===== src/verilog/otfs_regs.svh =====
// constants of the overload timer and fault sequencer
//
// Functional notes
// - timer uses the same current estimate as the current-limit loop
// - timer trip stops drive, long low-power wait, discharge, restart
// - timer input is the squared current estimate times a fixed gain
// - timer always runs; steps follow input minus level, settling exponentially
// - timer never resets when regulation mode changes
// - trip level 160/135/110 percent, time constant 1000/500/150 ms
// - nine resistor codes map to trip and time constant pairs
// - before switching, probe the drive pin and classify the current
// - variants without timer map the codes to current-limit percentages
// - faults stop the drive only after persisting their filter delay
// - a fault present at start-up prevents any switching
// - auto-restart: long or short low-power wait, discharge, restart
// - repeat the restart cycle while the fault stays, resume after
// - latched fault: no restart, high-voltage source holds supply window
// - line loss while latched resets; start normally when line returns
// - supply over-voltage stops drive and enters fault handling
// - feedback pin open or short at start-up gives no drive pulses
// - filter delay is 125 us or two switching periods, longer one
// - start-up pin faults act with no persistence filter
`ifndef OTFS_REGS_SVH
`define OTFS_REGS_SVH

// ----------------------------------------------------------------
// timing
// ----------------------------------------------------------------
`define OTFS_CLK_MHZ      200
`define OTFS_FILT_US      125
`define OTFS_FILT_CYC     (`OTFS_FILT_US * `OTFS_CLK_MHZ)
`define OTFS_FILT_PERIODS 2'h2
`define OTFS_PROBE_US     10
`define OTFS_PROBE_CYC    32'(`OTFS_PROBE_US * `OTFS_CLK_MHZ)
`define OTFS_OFF_LONG_MS  1000
`define OTFS_OFF_SHORT_MS 100
`define OTFS_MS_CYC(ms)   ((ms) * 1000 * `OTFS_CLK_MHZ)

// ----------------------------------------------------------------
// overload timer: level steps by (input - level) / 2^shift per tick
// ----------------------------------------------------------------
`define OTFS_TAU_SHIFT    10
`define OTFS_TAU_A_MS     1000
`define OTFS_TAU_B_MS     500
`define OTFS_TAU_C_MS     150
`define OTFS_TICK_CYC(ms) (`OTFS_MS_CYC(ms) >> `OTFS_TAU_SHIFT)
`define OTFS_I_RATED      24'h00_0400
`define OTFS_P_RATED      (`OTFS_I_RATED * `OTFS_I_RATED)
`define OTFS_TRIP_A       24'(`OTFS_P_RATED * 160 / 100)
`define OTFS_TRIP_B       24'(`OTFS_P_RATED * 135 / 100)
`define OTFS_TRIP_C       24'(`OTFS_P_RATED * 110 / 100)
`define OTFS_GAIN_K       24'h00_0001

// ----------------------------------------------------------------
// probe current boundaries, 0.5 uA per count, rising current
// ----------------------------------------------------------------
`define OTFS_PB1 8'h1c
`define OTFS_PB2 8'h34
`define OTFS_PB3 8'h4a
`define OTFS_PB4 8'h62
`define OTFS_PB5 8'h78
`define OTFS_PB6 8'h90
`define OTFS_PB7 8'ha8
`define OTFS_PB8 8'hc0

// ----------------------------------------------------------------
// current-limit percentages by code
// ----------------------------------------------------------------
`define OTFS_CC0 7'h64
`define OTFS_CC1 7'h5a
`define OTFS_CC2 7'h50
`define OTFS_CC3 7'h4b
`define OTFS_CC4 7'h46
`define OTFS_CC5 7'h41
`define OTFS_CC6 7'h3c
`define OTFS_CC7 7'h37
`define OTFS_CC8 7'h32

// ----------------------------------------------------------------
// synchronised input vector bit positions
// ----------------------------------------------------------------
`define OTFS_B_OVP    0
`define OTFS_B_UV     1
`define OTFS_B_OT     2
`define OTFS_B_SD     3
`define OTFS_B_OOV    4
`define OTFS_B_LUV    5
`define OTFS_B_XCAP   6
`define OTFS_B_PIN    7
`define OTFS_B_LINE   8
`define OTFS_B_LHI    9
`define OTFS_B_LLO    10
`define OTFS_B_DIS    11
`define OTFS_B_HASTMR 12
`define OTFS_B_LATVAR 13
`define OTFS_NSYNC    14
`define OTFS_NFILT    7

`endif


===== src/verilog/otfs_pkg.sv =====
// types of the overload timer and fault sequencer
package otfs_pkg;

	// sequencer states
	typedef enum logic [2:0] {
		OTFS_IDLE,
		OTFS_PROBE,
		OTFS_RUN,
		OTFS_OFF,
		OTFS_DISCH,
		OTFS_LATCH
	} otfs_state_t;

	// resistor code, 0 is open
	typedef logic [3:0] otfs_code_t;

endpackage


===== src/verilog/otfs_persist.sv =====
// persistence filter for one fault line
`timescale 1ns/1ps
`include "otfs_regs.svh"

module otfs_persist #(
	parameter int unsigned FILT_CYC = `OTFS_FILT_CYC
) (
	// clock and reset
	input  wire logic clock_in,
	input  wire logic sys_rst_in,
	// fault and switching period
	input  wire logic fault_in,
	input  wire logic period_tick_in,
	// filtered fault
	output logic      fault_out
);
	logic [31:0] cyc_cnt;
	logic [1:0]  per_cnt;

	// both counts restart on any gap so glitches never pass
	// longer of time or periods
	always_ff @(posedge clock_in or posedge sys_rst_in) begin
		if (sys_rst_in) begin
			cyc_cnt <= 32'h0000_0000;
			per_cnt <= 2'h0;
		end else if (!fault_in) begin
			cyc_cnt <= 32'h0000_0000;
			per_cnt <= 2'h0;
		end else begin
			if (cyc_cnt < FILT_CYC)
				cyc_cnt <= cyc_cnt + 32'h0000_0001;
			if (period_tick_in && per_cnt < `OTFS_FILT_PERIODS)
				per_cnt <= per_cnt + 2'h1;
		end
	end

	always_ff @(posedge clock_in or posedge sys_rst_in) begin
		if (sys_rst_in)
			fault_out <= 1'b0;
		else
			fault_out <= fault_in && cyc_cnt >= FILT_CYC
				&& per_cnt >= `OTFS_FILT_PERIODS;
	end
endmodule


===== src/verilog/otfs_top.sv =====
// overload timer, resistor decode and fault sequencer
`timescale 1ns/1ps
`include "otfs_regs.svh"

module otfs_top #(
	parameter int unsigned FILT_CYC  = `OTFS_FILT_CYC,
	parameter int unsigned TICK_A    = `OTFS_TICK_CYC(`OTFS_TAU_A_MS),
	parameter int unsigned TICK_B    = `OTFS_TICK_CYC(`OTFS_TAU_B_MS),
	parameter int unsigned TICK_C    = `OTFS_TICK_CYC(`OTFS_TAU_C_MS),
	parameter int unsigned OFF_LONG  = `OTFS_MS_CYC(`OTFS_OFF_LONG_MS),
	parameter int unsigned OFF_SHORT = `OTFS_MS_CYC(`OTFS_OFF_SHORT_MS)
) (
	// clock and reset
	input  wire logic        clock_in,
	input  wire logic        sys_rst_in,
	// current estimate from the current-limit loop, same clock
	input  wire logic [11:0] cc_current_est_in,
	input  wire logic        pwm_period_tick_in,
	// analogue comparators and pin checks
	input  wire logic        supply_ovp_in,
	input  wire logic        supply_uv_in,
	input  wire logic        over_temp_in,
	input  wire logic        shutdown_low_in,
	input  wire logic        output_ov_in,
	input  wire logic        line_uv_in,
	input  wire logic        xcap_discharge_in,
	input  wire logic        pin_fault_in,
	input  wire logic        line_present_in,
	input  wire logic        latch_upper_level_in,
	input  wire logic        latch_lower_level_in,
	input  wire logic        supply_discharge_level_in,
	input  wire logic [7:0]  probe_current_in,
	// variant straps
	input  wire logic        has_overload_timer_in,
	input  wire logic        latching_variant_in,
	// power stage controls
	output logic             gate_drive_pin_en_out,
	output logic             probe_enable_out,
	output logic             low_power_out,
	output logic             supply_discharge_out,
	output logic             hv_source_on_out,
	// status
	output logic             fault_latched_out,
	output logic [3:0]       program_resistor_code_out,
	output logic [6:0]       cc_limit_pct_out,
	output logic [23:0]      timer_level_out
);
	// ----------------------------------------------------------------
	// input synchronisers
	// ----------------------------------------------------------------
	logic [`OTFS_NSYNC-1:0] sync1;
	logic [`OTFS_NSYNC-1:0] sync2;
	logic [7:0]             prb1;
	logic [7:0]             prb2;
	// pins are asynchronous to clock_in, two flops each
	always_ff @(posedge clock_in or posedge sys_rst_in) begin
		if (sys_rst_in) begin
			sync1 <= '0;
			sync2 <= '0;
			prb1  <= 8'h00;
			prb2  <= 8'h00;
		end else begin
			sync1 <= {latching_variant_in, has_overload_timer_in,
				supply_discharge_level_in, latch_lower_level_in,
				latch_upper_level_in, line_present_in, pin_fault_in,
				xcap_discharge_in, line_uv_in, output_ov_in,
				shutdown_low_in, over_temp_in, supply_uv_in,
				supply_ovp_in};
			sync2 <= sync1;
			prb1  <= probe_current_in;
			prb2  <= prb1;
		end
	end

	// ----------------------------------------------------------------
	// persistence filters
	// ----------------------------------------------------------------
	logic [`OTFS_NFILT-1:0] filt;
	for (genvar i = 0; i < `OTFS_NFILT; i++) begin : g_filt
		otfs_persist #(.FILT_CYC(FILT_CYC)) u_persist (
			.clock_in       (clock_in),
			.sys_rst_in     (sys_rst_in),
			.fault_in       (sync2[i]),
			.period_tick_in (pwm_period_tick_in),
			.fault_out      (filt[i])
		);
	end

	// ----------------------------------------------------------------
	// settings and straps
	// ----------------------------------------------------------------
	otfs_pkg::otfs_state_t state;
	otfs_pkg::otfs_state_t next_state;
	otfs_pkg::otfs_code_t  code;
	otfs_pkg::otfs_code_t  next_code;
	logic                  has_timer;
	logic                  latch_var;
	logic [31:0]           cnt;
	logic                  probe_done;
	assign probe_done = state == otfs_pkg::OTFS_PROBE
		&& cnt == `OTFS_PROBE_CYC - 32'h0000_0001;
	// classify probe current, higher current is lower resistance
	always_comb begin
		if (prb2 >= `OTFS_PB8)      next_code = 4'h8;
		else if (prb2 >= `OTFS_PB7) next_code = 4'h7;
		else if (prb2 >= `OTFS_PB6) next_code = 4'h6;
		else if (prb2 >= `OTFS_PB5) next_code = 4'h5;
		else if (prb2 >= `OTFS_PB4) next_code = 4'h4;
		else if (prb2 >= `OTFS_PB3) next_code = 4'h3;
		else if (prb2 >= `OTFS_PB2) next_code = 4'h2;
		else if (prb2 >= `OTFS_PB1) next_code = 4'h1;
		else                        next_code = 4'h0;
	end
	// capture once per start-up, straps caught after release
	always_ff @(posedge clock_in or posedge sys_rst_in) begin
		if (sys_rst_in) begin
			code      <= 4'h0;
			has_timer <= 1'b0;
			latch_var <= 1'b0;
		end else if (probe_done) begin
			code      <= next_code;
			has_timer <= sync2[`OTFS_B_HASTMR];
			latch_var <= sync2[`OTFS_B_LATVAR];
		end
	end
	// current-limit percentage; timer variants run at full limit
	always_ff @(posedge clock_in or posedge sys_rst_in) begin
		if (sys_rst_in)
			cc_limit_pct_out <= `OTFS_CC0;
		else if (has_timer)
			cc_limit_pct_out <= `OTFS_CC0;
		else
			case (code)
				4'h1:    cc_limit_pct_out <= `OTFS_CC1;
				4'h2:    cc_limit_pct_out <= `OTFS_CC2;
				4'h3:    cc_limit_pct_out <= `OTFS_CC3;
				4'h4:    cc_limit_pct_out <= `OTFS_CC4;
				4'h5:    cc_limit_pct_out <= `OTFS_CC5;
				4'h6:    cc_limit_pct_out <= `OTFS_CC6;
				4'h7:    cc_limit_pct_out <= `OTFS_CC7;
				4'h8:    cc_limit_pct_out <= `OTFS_CC8;
				default: cc_limit_pct_out <= `OTFS_CC0;
			endcase
	end

	// ----------------------------------------------------------------
	// overload timer
	// ----------------------------------------------------------------
	logic [33:0] acc;
	logic [23:0] sq_in;
	logic [23:0] level;
	logic [23:0] trip_thr;
	logic [31:0] tick_len;
	logic [31:0] tick_cnt;
	logic        tick;
	logic        ovl_trip;
	// code / 3 picks trip, code mod 3 picks time constant
	always_comb begin
		if (code >= 4'h6)      trip_thr = `OTFS_TRIP_C;
		else if (code >= 4'h3) trip_thr = `OTFS_TRIP_B;
		else                   trip_thr = `OTFS_TRIP_A;
		case (code)
			4'h1, 4'h4, 4'h7: tick_len = TICK_B;
			4'h2, 4'h5, 4'h8: tick_len = TICK_C;
			default:          tick_len = TICK_A;
		endcase
	end
	assign sq_in = 24'(cc_current_est_in * cc_current_est_in) * `OTFS_GAIN_K;
	assign level = acc[33:`OTFS_TAU_SHIFT];
	assign tick  = tick_cnt >= tick_len - 32'h0000_0001;
	// step rate sets the time constant, shift sets the step fraction
	always_ff @(posedge clock_in or posedge sys_rst_in) begin
		if (sys_rst_in)
			tick_cnt <= 32'h0000_0000;
		else if (tick)
			tick_cnt <= 32'h0000_0000;
		else
			tick_cnt <= tick_cnt + 32'h0000_0001;
	end
	// leaky integrator, never cleared by mode or fault
	always_ff @(posedge clock_in or posedge sys_rst_in) begin
		if (sys_rst_in)
			acc <= 34'h0_0000_0000;
		else if (tick)
			acc <= acc + {10'h000, sq_in} - (acc >> `OTFS_TAU_SHIFT);
	end
	assign ovl_trip = has_timer && level >= trip_thr;

	// ----------------------------------------------------------------
	// fault sequencer
	// ----------------------------------------------------------------
	logic long_f;
	logic short_f;
	logic latch_f;
	logic raw_f;
	logic hv_hold;
	logic short_sel;
	logic next_short;
	// latching classes depend on the variant strap
	assign latch_f = latch_var && (filt[`OTFS_B_OVP] || filt[`OTFS_B_OT]
		|| filt[`OTFS_B_SD] || filt[`OTFS_B_OOV]);
	// supply over-voltage joins the long class
	assign long_f  = |filt[`OTFS_B_OOV:`OTFS_B_OVP] || ovl_trip;
	assign short_f = filt[`OTFS_B_LUV] || filt[`OTFS_B_XCAP];
	// unfiltered view while probing, before any switching
	assign raw_f   = |sync2[`OTFS_B_XCAP:`OTFS_B_OVP];
	// next state
	always_comb begin
		next_state = state;
		next_short = short_sel;
		case (state)
			otfs_pkg::OTFS_IDLE:
				if (sync2[`OTFS_B_LINE])
					next_state = otfs_pkg::OTFS_PROBE;
			otfs_pkg::OTFS_PROBE:
				// pin check acts at once, no filter
				if (probe_done && sync2[`OTFS_B_PIN]) begin
					next_state = sync2[`OTFS_B_LATVAR] ?
						otfs_pkg::OTFS_LATCH : otfs_pkg::OTFS_OFF;
					next_short = 1'b0;
				end else if (probe_done && raw_f) begin
					next_state = otfs_pkg::OTFS_OFF;
					next_short = 1'b0;
				end else if (probe_done)
					next_state = otfs_pkg::OTFS_RUN;
			otfs_pkg::OTFS_RUN:
				// filtered faults and timer trip stop drive
				if (latch_f)
					next_state = otfs_pkg::OTFS_LATCH;
				else if (long_f) begin
					next_state = otfs_pkg::OTFS_OFF;
					next_short = 1'b0;
				end else if (short_f) begin
					next_state = otfs_pkg::OTFS_OFF;
					next_short = 1'b1;
				end
			otfs_pkg::OTFS_OFF:
				if (cnt >= (short_sel ? OFF_SHORT : OFF_LONG)
					- 32'h0000_0001)
					next_state = otfs_pkg::OTFS_DISCH;
			otfs_pkg::OTFS_DISCH:
				// restart re-probes, so a lasting fault loops
				if (sync2[`OTFS_B_DIS])
					next_state = otfs_pkg::OTFS_PROBE;
			otfs_pkg::OTFS_LATCH:
				if (!sync2[`OTFS_B_LINE])
					next_state = otfs_pkg::OTFS_IDLE;
			default:
				next_state = otfs_pkg::OTFS_IDLE;
		endcase
	end
	// state and phase counter
	always_ff @(posedge clock_in or posedge sys_rst_in) begin
		if (sys_rst_in) begin
			state     <= otfs_pkg::OTFS_IDLE;
			short_sel <= 1'b0;
			cnt       <= 32'h0000_0000;
		end else begin
			state     <= next_state;
			short_sel <= next_short;
			cnt       <= next_state != state ? 32'h0000_0000
				: cnt + 32'h0000_0001;
		end
	end
	// hold supply between latch levels with the hv source
	always_ff @(posedge clock_in or posedge sys_rst_in) begin
		if (sys_rst_in)
			hv_hold <= 1'b0;
		else if (sync2[`OTFS_B_LLO])
			hv_hold <= 1'b1;
		else if (sync2[`OTFS_B_LHI])
			hv_hold <= 1'b0;
	end
	// registered outputs; controls and fault latch decoded from the next state, other status from code and level
	always_ff @(posedge clock_in or posedge sys_rst_in) begin
		if (sys_rst_in) begin
			gate_drive_pin_en_out     <= 1'b0;
			probe_enable_out          <= 1'b0;
			low_power_out             <= 1'b0;
			supply_discharge_out      <= 1'b0;
			hv_source_on_out          <= 1'b0;
			fault_latched_out         <= 1'b0;
			program_resistor_code_out <= 4'h0;
			timer_level_out           <= 24'h00_0000;
		end else begin
			gate_drive_pin_en_out <= next_state == otfs_pkg::OTFS_RUN;
			probe_enable_out      <= next_state == otfs_pkg::OTFS_PROBE;
			low_power_out         <= next_state == otfs_pkg::OTFS_OFF
				|| next_state == otfs_pkg::OTFS_LATCH;
			supply_discharge_out  <= next_state == otfs_pkg::OTFS_DISCH;
			hv_source_on_out      <= next_state == otfs_pkg::OTFS_IDLE
				|| (next_state == otfs_pkg::OTFS_LATCH && hv_hold);
			fault_latched_out     <= next_state == otfs_pkg::OTFS_LATCH;
			program_resistor_code_out <= code;
			timer_level_out       <= level;
		end
	end
endmodule

===== config.mk =====
export PLATFORM = sky130hd
export DESIGN_NAME = otfs_top
export DESIGN_NICKNAME = d
export VERILOG_FILES = /design/src/verilog/otfs_pkg.sv /design/src/verilog/otfs_persist.sv /design/src/verilog/otfs_top.sv
export VERILOG_INCLUDE_DIRS = /design/src /design/src/verilog
export SDC_FILE = /design/constraint.sdc
export NUM_CORES = 1
export LEC_CHECK = 0
export BUFFER_PORTS_ARGS = -buffer_cell sky130_fd_sc_hd__buf_2
export CORE_MARGIN = 8
export CORE_UTILIZATION = 50
export CTS_CLUSTER_DIAMETER = 150
export CTS_CLUSTER_SIZE = 28
export DETAILED_ROUTE_END_ITERATION = 10
export GPL_ROUTABILITY_DRIVEN = 1
export PLACE_DENSITY = 0.66
export SYNTH_ARGS = -nofsm -noshare
export SYNTH_HDL_FRONTEND = slang
export SYNTH_SLANG_ARGS = --single-unit

===== constraint.sdc =====
create_clock -name clock_in -period 16.5 [get_ports clock_in]
set_input_delay 1.65 -clock clock_in [delete_from_list [all_inputs] [get_ports clock_in]]
set_output_delay 1.65 -clock clock_in [all_outputs]
set_load 0.02 [all_outputs]

==> results of run 1 <==
[per-layer routing]
| layer | track usage | share of wire | vias up |
|---|---|---|---|
| li1 | - | - | 8095 |
| met1 | 0.243 | 0.46 | 8296 |
| met2 | 0.291 | 0.48 | 236 |
| met3 | 0.0197 | 0.035 | 61 |
| met4 | 0.0496 | 0.026 | 0 |
| met5 | 0 | 0 | - |
[logic make-up (layout without fill, tap and decap cells)]
family,count (synthesis),count (layout),share of synthesized area
compound gates,312,312,0.0814
xor+xnor,154,154,0.0540
fa+ha+maj,281,281,0.179
buf+inv,365,421,0.0552
flops,437,437,0.438
mux,20,20,0.00836
other cells,1,14,0.000150
simple gates,871,871,0.185
[flip-flops by register name, summed over array words and instances, names as in the netlist, 14 cells and up]
register,cells
sync2,14
g_filt.u_persist.per_cnt,14
timer_level_out,24
g_filt.u_persist.cyc_cnt,224
cnt,32
acc,34
tick_cnt,32
sync1,14
[cell usage after synthesis (9+ instances only)]
master    count  area share
a31oi_1       9      0.0023
a21oi_1      67       0.013
clkbuf_1     61      0.0092
xnor2_1      95       0.033
and2_1      195       0.049
nand2_1     176       0.026
o21ai_0      67       0.013
nor2b_1      54       0.014
inv_1       300       0.045
nand4_1      40       0.010
fa_1        127        0.10
ha_1        154       0.077
and3_1       36      0.0090
o21ai_1      14      0.0028
a211oi_1     14      0.0042
nand3_1      56       0.011
dfrtp_1     434        0.43
a21boi_1     20      0.0060
or4_1         9      0.0027
or3_1        30      0.0075
nor2_1      157       0.024
xor2_1       59       0.021
mux2i_1      13      0.0052
o211ai_1     15      0.0045
nor3_1       32      0.0064
nor4_1       41       0.010
a21o_1       20      0.0060
o21a_1       33      0.0099
[critical path: cells and delay by family]
kind            cells  cell delay [ns]
buf+inv             4             0.44
compound gates      6             1.65
simple gates        3             0.64
fa+ha+maj           7             3.50
[final cells by class]
class | count | share of cell area
Tap cell | 672 | 0.0315
Clock inverter | 3 | 0.00178
Inverter | 301 | 0.0426
Clock buffer | 31 | 0.0195
Multi-Input combinational cell | 1651 | 0.477
Timing Repair Buffer | 86 | 0.0171
Sequential cell | 437 | 0.410
Antenna cell | 1 | 0.0000938
[worst min path at each step]
stage / endpoint / slack [ns]
6_report: sync2[8] / 0.36
5_1_grt: sync2[8] / 0.37
4_1_cts: sync2[2] / 0.36
3_5_place_dp: sync2[2] / 0.33
3_3_place_gp: sync2[6] / 0.33
2_1_floorplan: prb2[1] / 0.33
[metrics by stage]
step / hold WS, ns / util / cell area, um^2 / cells / setup slack [ns]
final: 0.355 / 0.536 / 26700 / 3182 / 9.03
after global routing: 0.366 / 0.536 / 26700 / 3181 / 8.69
after CTS: 0.358 / 0.536 / 26700 / 3181 / 9.11
after detailed placement: 0.335 / 0.525 / 26100 / 3147 / 8.50
after global placement: 0.332 / 0.525 / 26100 / 3147 / 8.55
after floorplan: 0.331 / - / 25000 / 2453 / 2.68
==> results.yml, run 1 <==
clocking:
  clk_path_buf_depth: 3
  cts_inserted_buffers: 19
  h-tree-depth: 1
  cts-root-buf: "clkbuf_16"
  clk_pin_slew_worst_paths_ns: 0.12
  clock_latency_ns: 0.57
  cts_resized: 0
  hold_buffers: 0
  cts_tree: "yes"
  clkSinkCount: 437
  post_cts_buffers: 0
min_path:
  holdCritPathClass: "reg2reg"
  min_from: "sync1[8]"
  hold_depth: 0
critical_path:
  crit_end: "acc[27]"
  start_kind: "input port"
  path_cells: "buf_2, nand2_1, fa_1, fa_1, inv_1, fa_1, fa_1, fa_1, inv_1, fa_1, inv_1, ha_1, and3_1, a221oi_1, o21bai_1, o211ai_1, a21oi_1, a2111oi_0, or4_1, a31oi_1"
  worstPathArrival_ns: 7.90
  r2r-end: "acc[27]"
  cp_max_fo: 14
  crit_path_start: "cc_current_est_in[0]"
  max_stage_delay_ns: 0.62
  critPathKind: "in2reg"
  cp_common_cell: "fa_1"
  end_kind: "flop"
  reg2reg_from: "acc[21]"
  worst_r2r_path_depth: 18
  regToRegSetupSlack_ns: 10.06
  cp_data_required_time_ns: 16.93
  crit_slowest_cell: "a2111oi_0"
global_route:
  antenna_found_initial: 1
  grt_pass1_vias: 17300
  grt.total_usage: 0.175
  overflow: 0
  grt_max_degree: 142
  grt_pass1_wl_mm: 84.6
floorplanning:
  die_w_um: 240
  rows: 82
  die-area_um2: 57400
  num_io_pins: 78
  coreArea_um2: 49800
  die_h_um: 240
  start_util: 0.502
cells_and_area:
  syn_to_final_growth_pct: 6.74
  fin_nets: 2814
  ff_latch_area_um2: 10900
  multi_input_area_um2: 12700
  fillCellCount: 4446
  final_common_cell: "dfrtp_1"
  final_cell_mix: "434 x dfrtp_1, 299 x inv_1, 195 x and2_1, 176 x nand2_1, 157 x nor2_1"
  layout-drive-gt1-share: 0.0550
sta:
  tightest_slew_ns: 1.03
  max_freq_mhz: 134
  hold_viol_final: 0
  slew_violations: 0
  setup_viol: 0
  min_period_ns: 7.47
  max_slew_margin: 0.314
  skew_ns: 0.0274
  fin_crit_sh: 0.453
  tns_ns: 0
  rsz0062_at_grt: "false"
synthesis:
  avgSynthCellArea_um2: 10.2
  synth_seq_cells: 437
  synth_edf_count: 0
  syn_inst: 2441
  ys.flop_type: "dfrtp_1"
  synth_warnings: 0
  syn-cell-area_um2: 25000
  ys_seq_area_frac: 0.438
  synthArstFlopShare: 1.00
  synth_cell_types: 76
routing:
  firstDrtPassIters: 5
  wl_per_cell_um: 15.2
  drc: 0
  drtIter0Drc: 1163
  antenna_left: 0
  via_per_inst: 5.24
  num_vias: 16700
  wl_mm: 48.4
place:
  gp_congestion: 0.866
  hpwl_mm: 35.7
  io_buffers: 76
outcome:
  status: "finished, final reports clean"
flow_run:
  cap_violations: 0
Power of run 1 is left out: the tool's default activity adds up to more than one toggle a clock period on the data nets, which glitch-free logic cannot reach.
==> inputs of run 2 (changes only) <==
- clock period: 16.5 -> 7.8 ns (I/O delays scaled with it)
==> run 2 against run 1 <==
Effect of this change: die area is the same; wire length down 1.1%; clock skew rose by 0.0033 ns; critical path depth stayed put; sequential share of layout area rose by 0.050 points; non-clock buffer count increased by 1; final area decreased by 0.12%.
==> results.yml, run 2 (synthesis results as in run 1) <==
outcome:
  status: "finished, final reports clean"
sta:
  setup_viol: 0
  fin_crit_sh: 0.844
  min_period_ns: 6.58
  max_slew_margin: 0.320
  rsz0062_at_grt: "false"
  skew_ns: 0.0306
  max_freq_mhz: 152
  tightest_slew_ns: 1.02
  slew_violations: 0
  hold_viol_final: 0
  tns_ns: 0
critical_path:
  critPathKind: "in2reg"
  max_stage_delay_ns: 0.60
  cp_top_family: "adder cells"
  crit_slowest_cell: "a2111oi_0"
  path_cells: "buf_2, nand2_1, fa_1, fa_1, inv_1, fa_1, fa_1, fa_1, inv_1, fa_1, inv_1, ha_1, and3_1, a221oi_1, o21bai_1, o211ai_1, a21oi_1, a2111oi_0, or4_1, a31oi_1"
  start_kind: "input port"
  worstPathArrival_ns: 6.99
  worst-path-buf-inv: 4
  cp_common_cell: "fa_1"
  cp_max_fo: 14
  end_kind: "flop"
  cp_data_required_time_ns: 8.21
global_route:
  grt.met1_usage: 0.247
  overflow: 0
  met3_usage: 0.0198
  grt_pass1_vias: 16900
  grt_pass1_wl_mm: 83.3
  antenna_found_initial: 1
  grt_busiest_layer: "met2"
  grt.total_usage: 0.172
  grt_use_met2: 0.282
  grt_max_degree: 146
cells_and_area:
  syn_to_final_growth_pct: 6.61
  final_common_cell: "dfrtp_1"
  fillCellCount: 4413
  final_cell_mix: "434 x dfrtp_1, 299 x inv_1, 195 x and2_1, 176 x nand2_1, 157 x nor2_1"
  largest_reg_flops: 224
  fin_nets: 2815
  layout-drive-gt1-share: 0.0552
  regMostFlops: "g_filt.u_persist.cyc_cnt"
  stdcell_count: 3175
  top_regs: "g_filt.u_persist.cyc_cnt x224, acc x34"
  design_area_um2: 26600
clocking:
  cts_resized: 0
  cts_inserted_buffers: 19
  cts_tree: "yes"
  clock_latency_ns: 0.56
  hold_buffers: 0
  clkSinkCount: 437
  post_cts_buffers: 0
  cts-root-buf: "clkbuf_16"
  h-tree-depth: 1
  clk_pin_slew_worst_paths_ns: 0.11
  clk_path_buf_depth: 3
place:
  hpwl_mm: 35.7
  io_buffers: 76
  dp.cells: 3148
  place_area_um2: 26100
  gp_congestion: 0.878
routing:
  drc: 0
  antenna_left: 0
  drtIter0Drc: 924
  num_vias: 16600
  firstDrtPassIters: 8
  wl_per_cell_um: 15.1
  via_per_inst: 5.23
  wl_mm: 47.9
floorplanning:
  rows: 82
  num_io_pins: 78
  die_w_um: 240
  start_util: 0.502
  coreArea_um2: 49800
  die_h_um: 240
  die-area_um2: 57400
flow_run:
  cap_violations: 0
min_path:
  holdCritPathClass: "in2async"
-- run 2: area by class of cell --
cell class,instances,area [um^2],share of cell area
multi-input cells,1651,12700,0.478
flip-flops and latches,437,10900,0.411
inverters,301,1130,0.0425
well taps,672,841,0.0316
clock buffers,24,494,0.0185
repair buffers,87,475,0.0178
clock inverters,2,25.0,0.000939
diodes,1,2.50,0.0000939
-- run 2: worst paths after layout --
path	slack, ns	cells past startpoint	end	from
worst max-delay path	1.22	20	acc[27]	cc_current_est_in[0]
worst min-delay path	0.14	2	g_filt[3].u_persist.cyc_cnt[10]	sys_rst_in
worst min register to register	0.36	0	sync2[2]	sync1[2]
max in group asynchronous	5.68	4	g_filt[6].u_persist.cyc_cnt[9]	sys_rst_in
min in group clock_in	0.32	1	sync1[4]	output_ov_in
worst max register to register	1.32	18	acc[27]	acc[21]
-- run 2: layer usage --
metal | up-vias | part of all wire
li1 | 8104 | -
met1 | 8196 | 0.47
met2 | 253 | 0.47
met3 | 43 | 0.039
met4 | 0 | 0.016
met5 | - | 0
-- run 2: stage by stage --
step           utilization  hold WS (ns)  worst slack [ns]
2_1_floorplan            -         0.331              1.12
3_3_place_gp         0.525         0.331             0.694
3_5_place_dp         0.525         0.335             0.669
4_1_cts              0.535         0.113              1.26
5_1_grt              0.535         0.127             0.898
6_report             0.536         0.142              1.22
Power of run 2 is left out for the same reason.
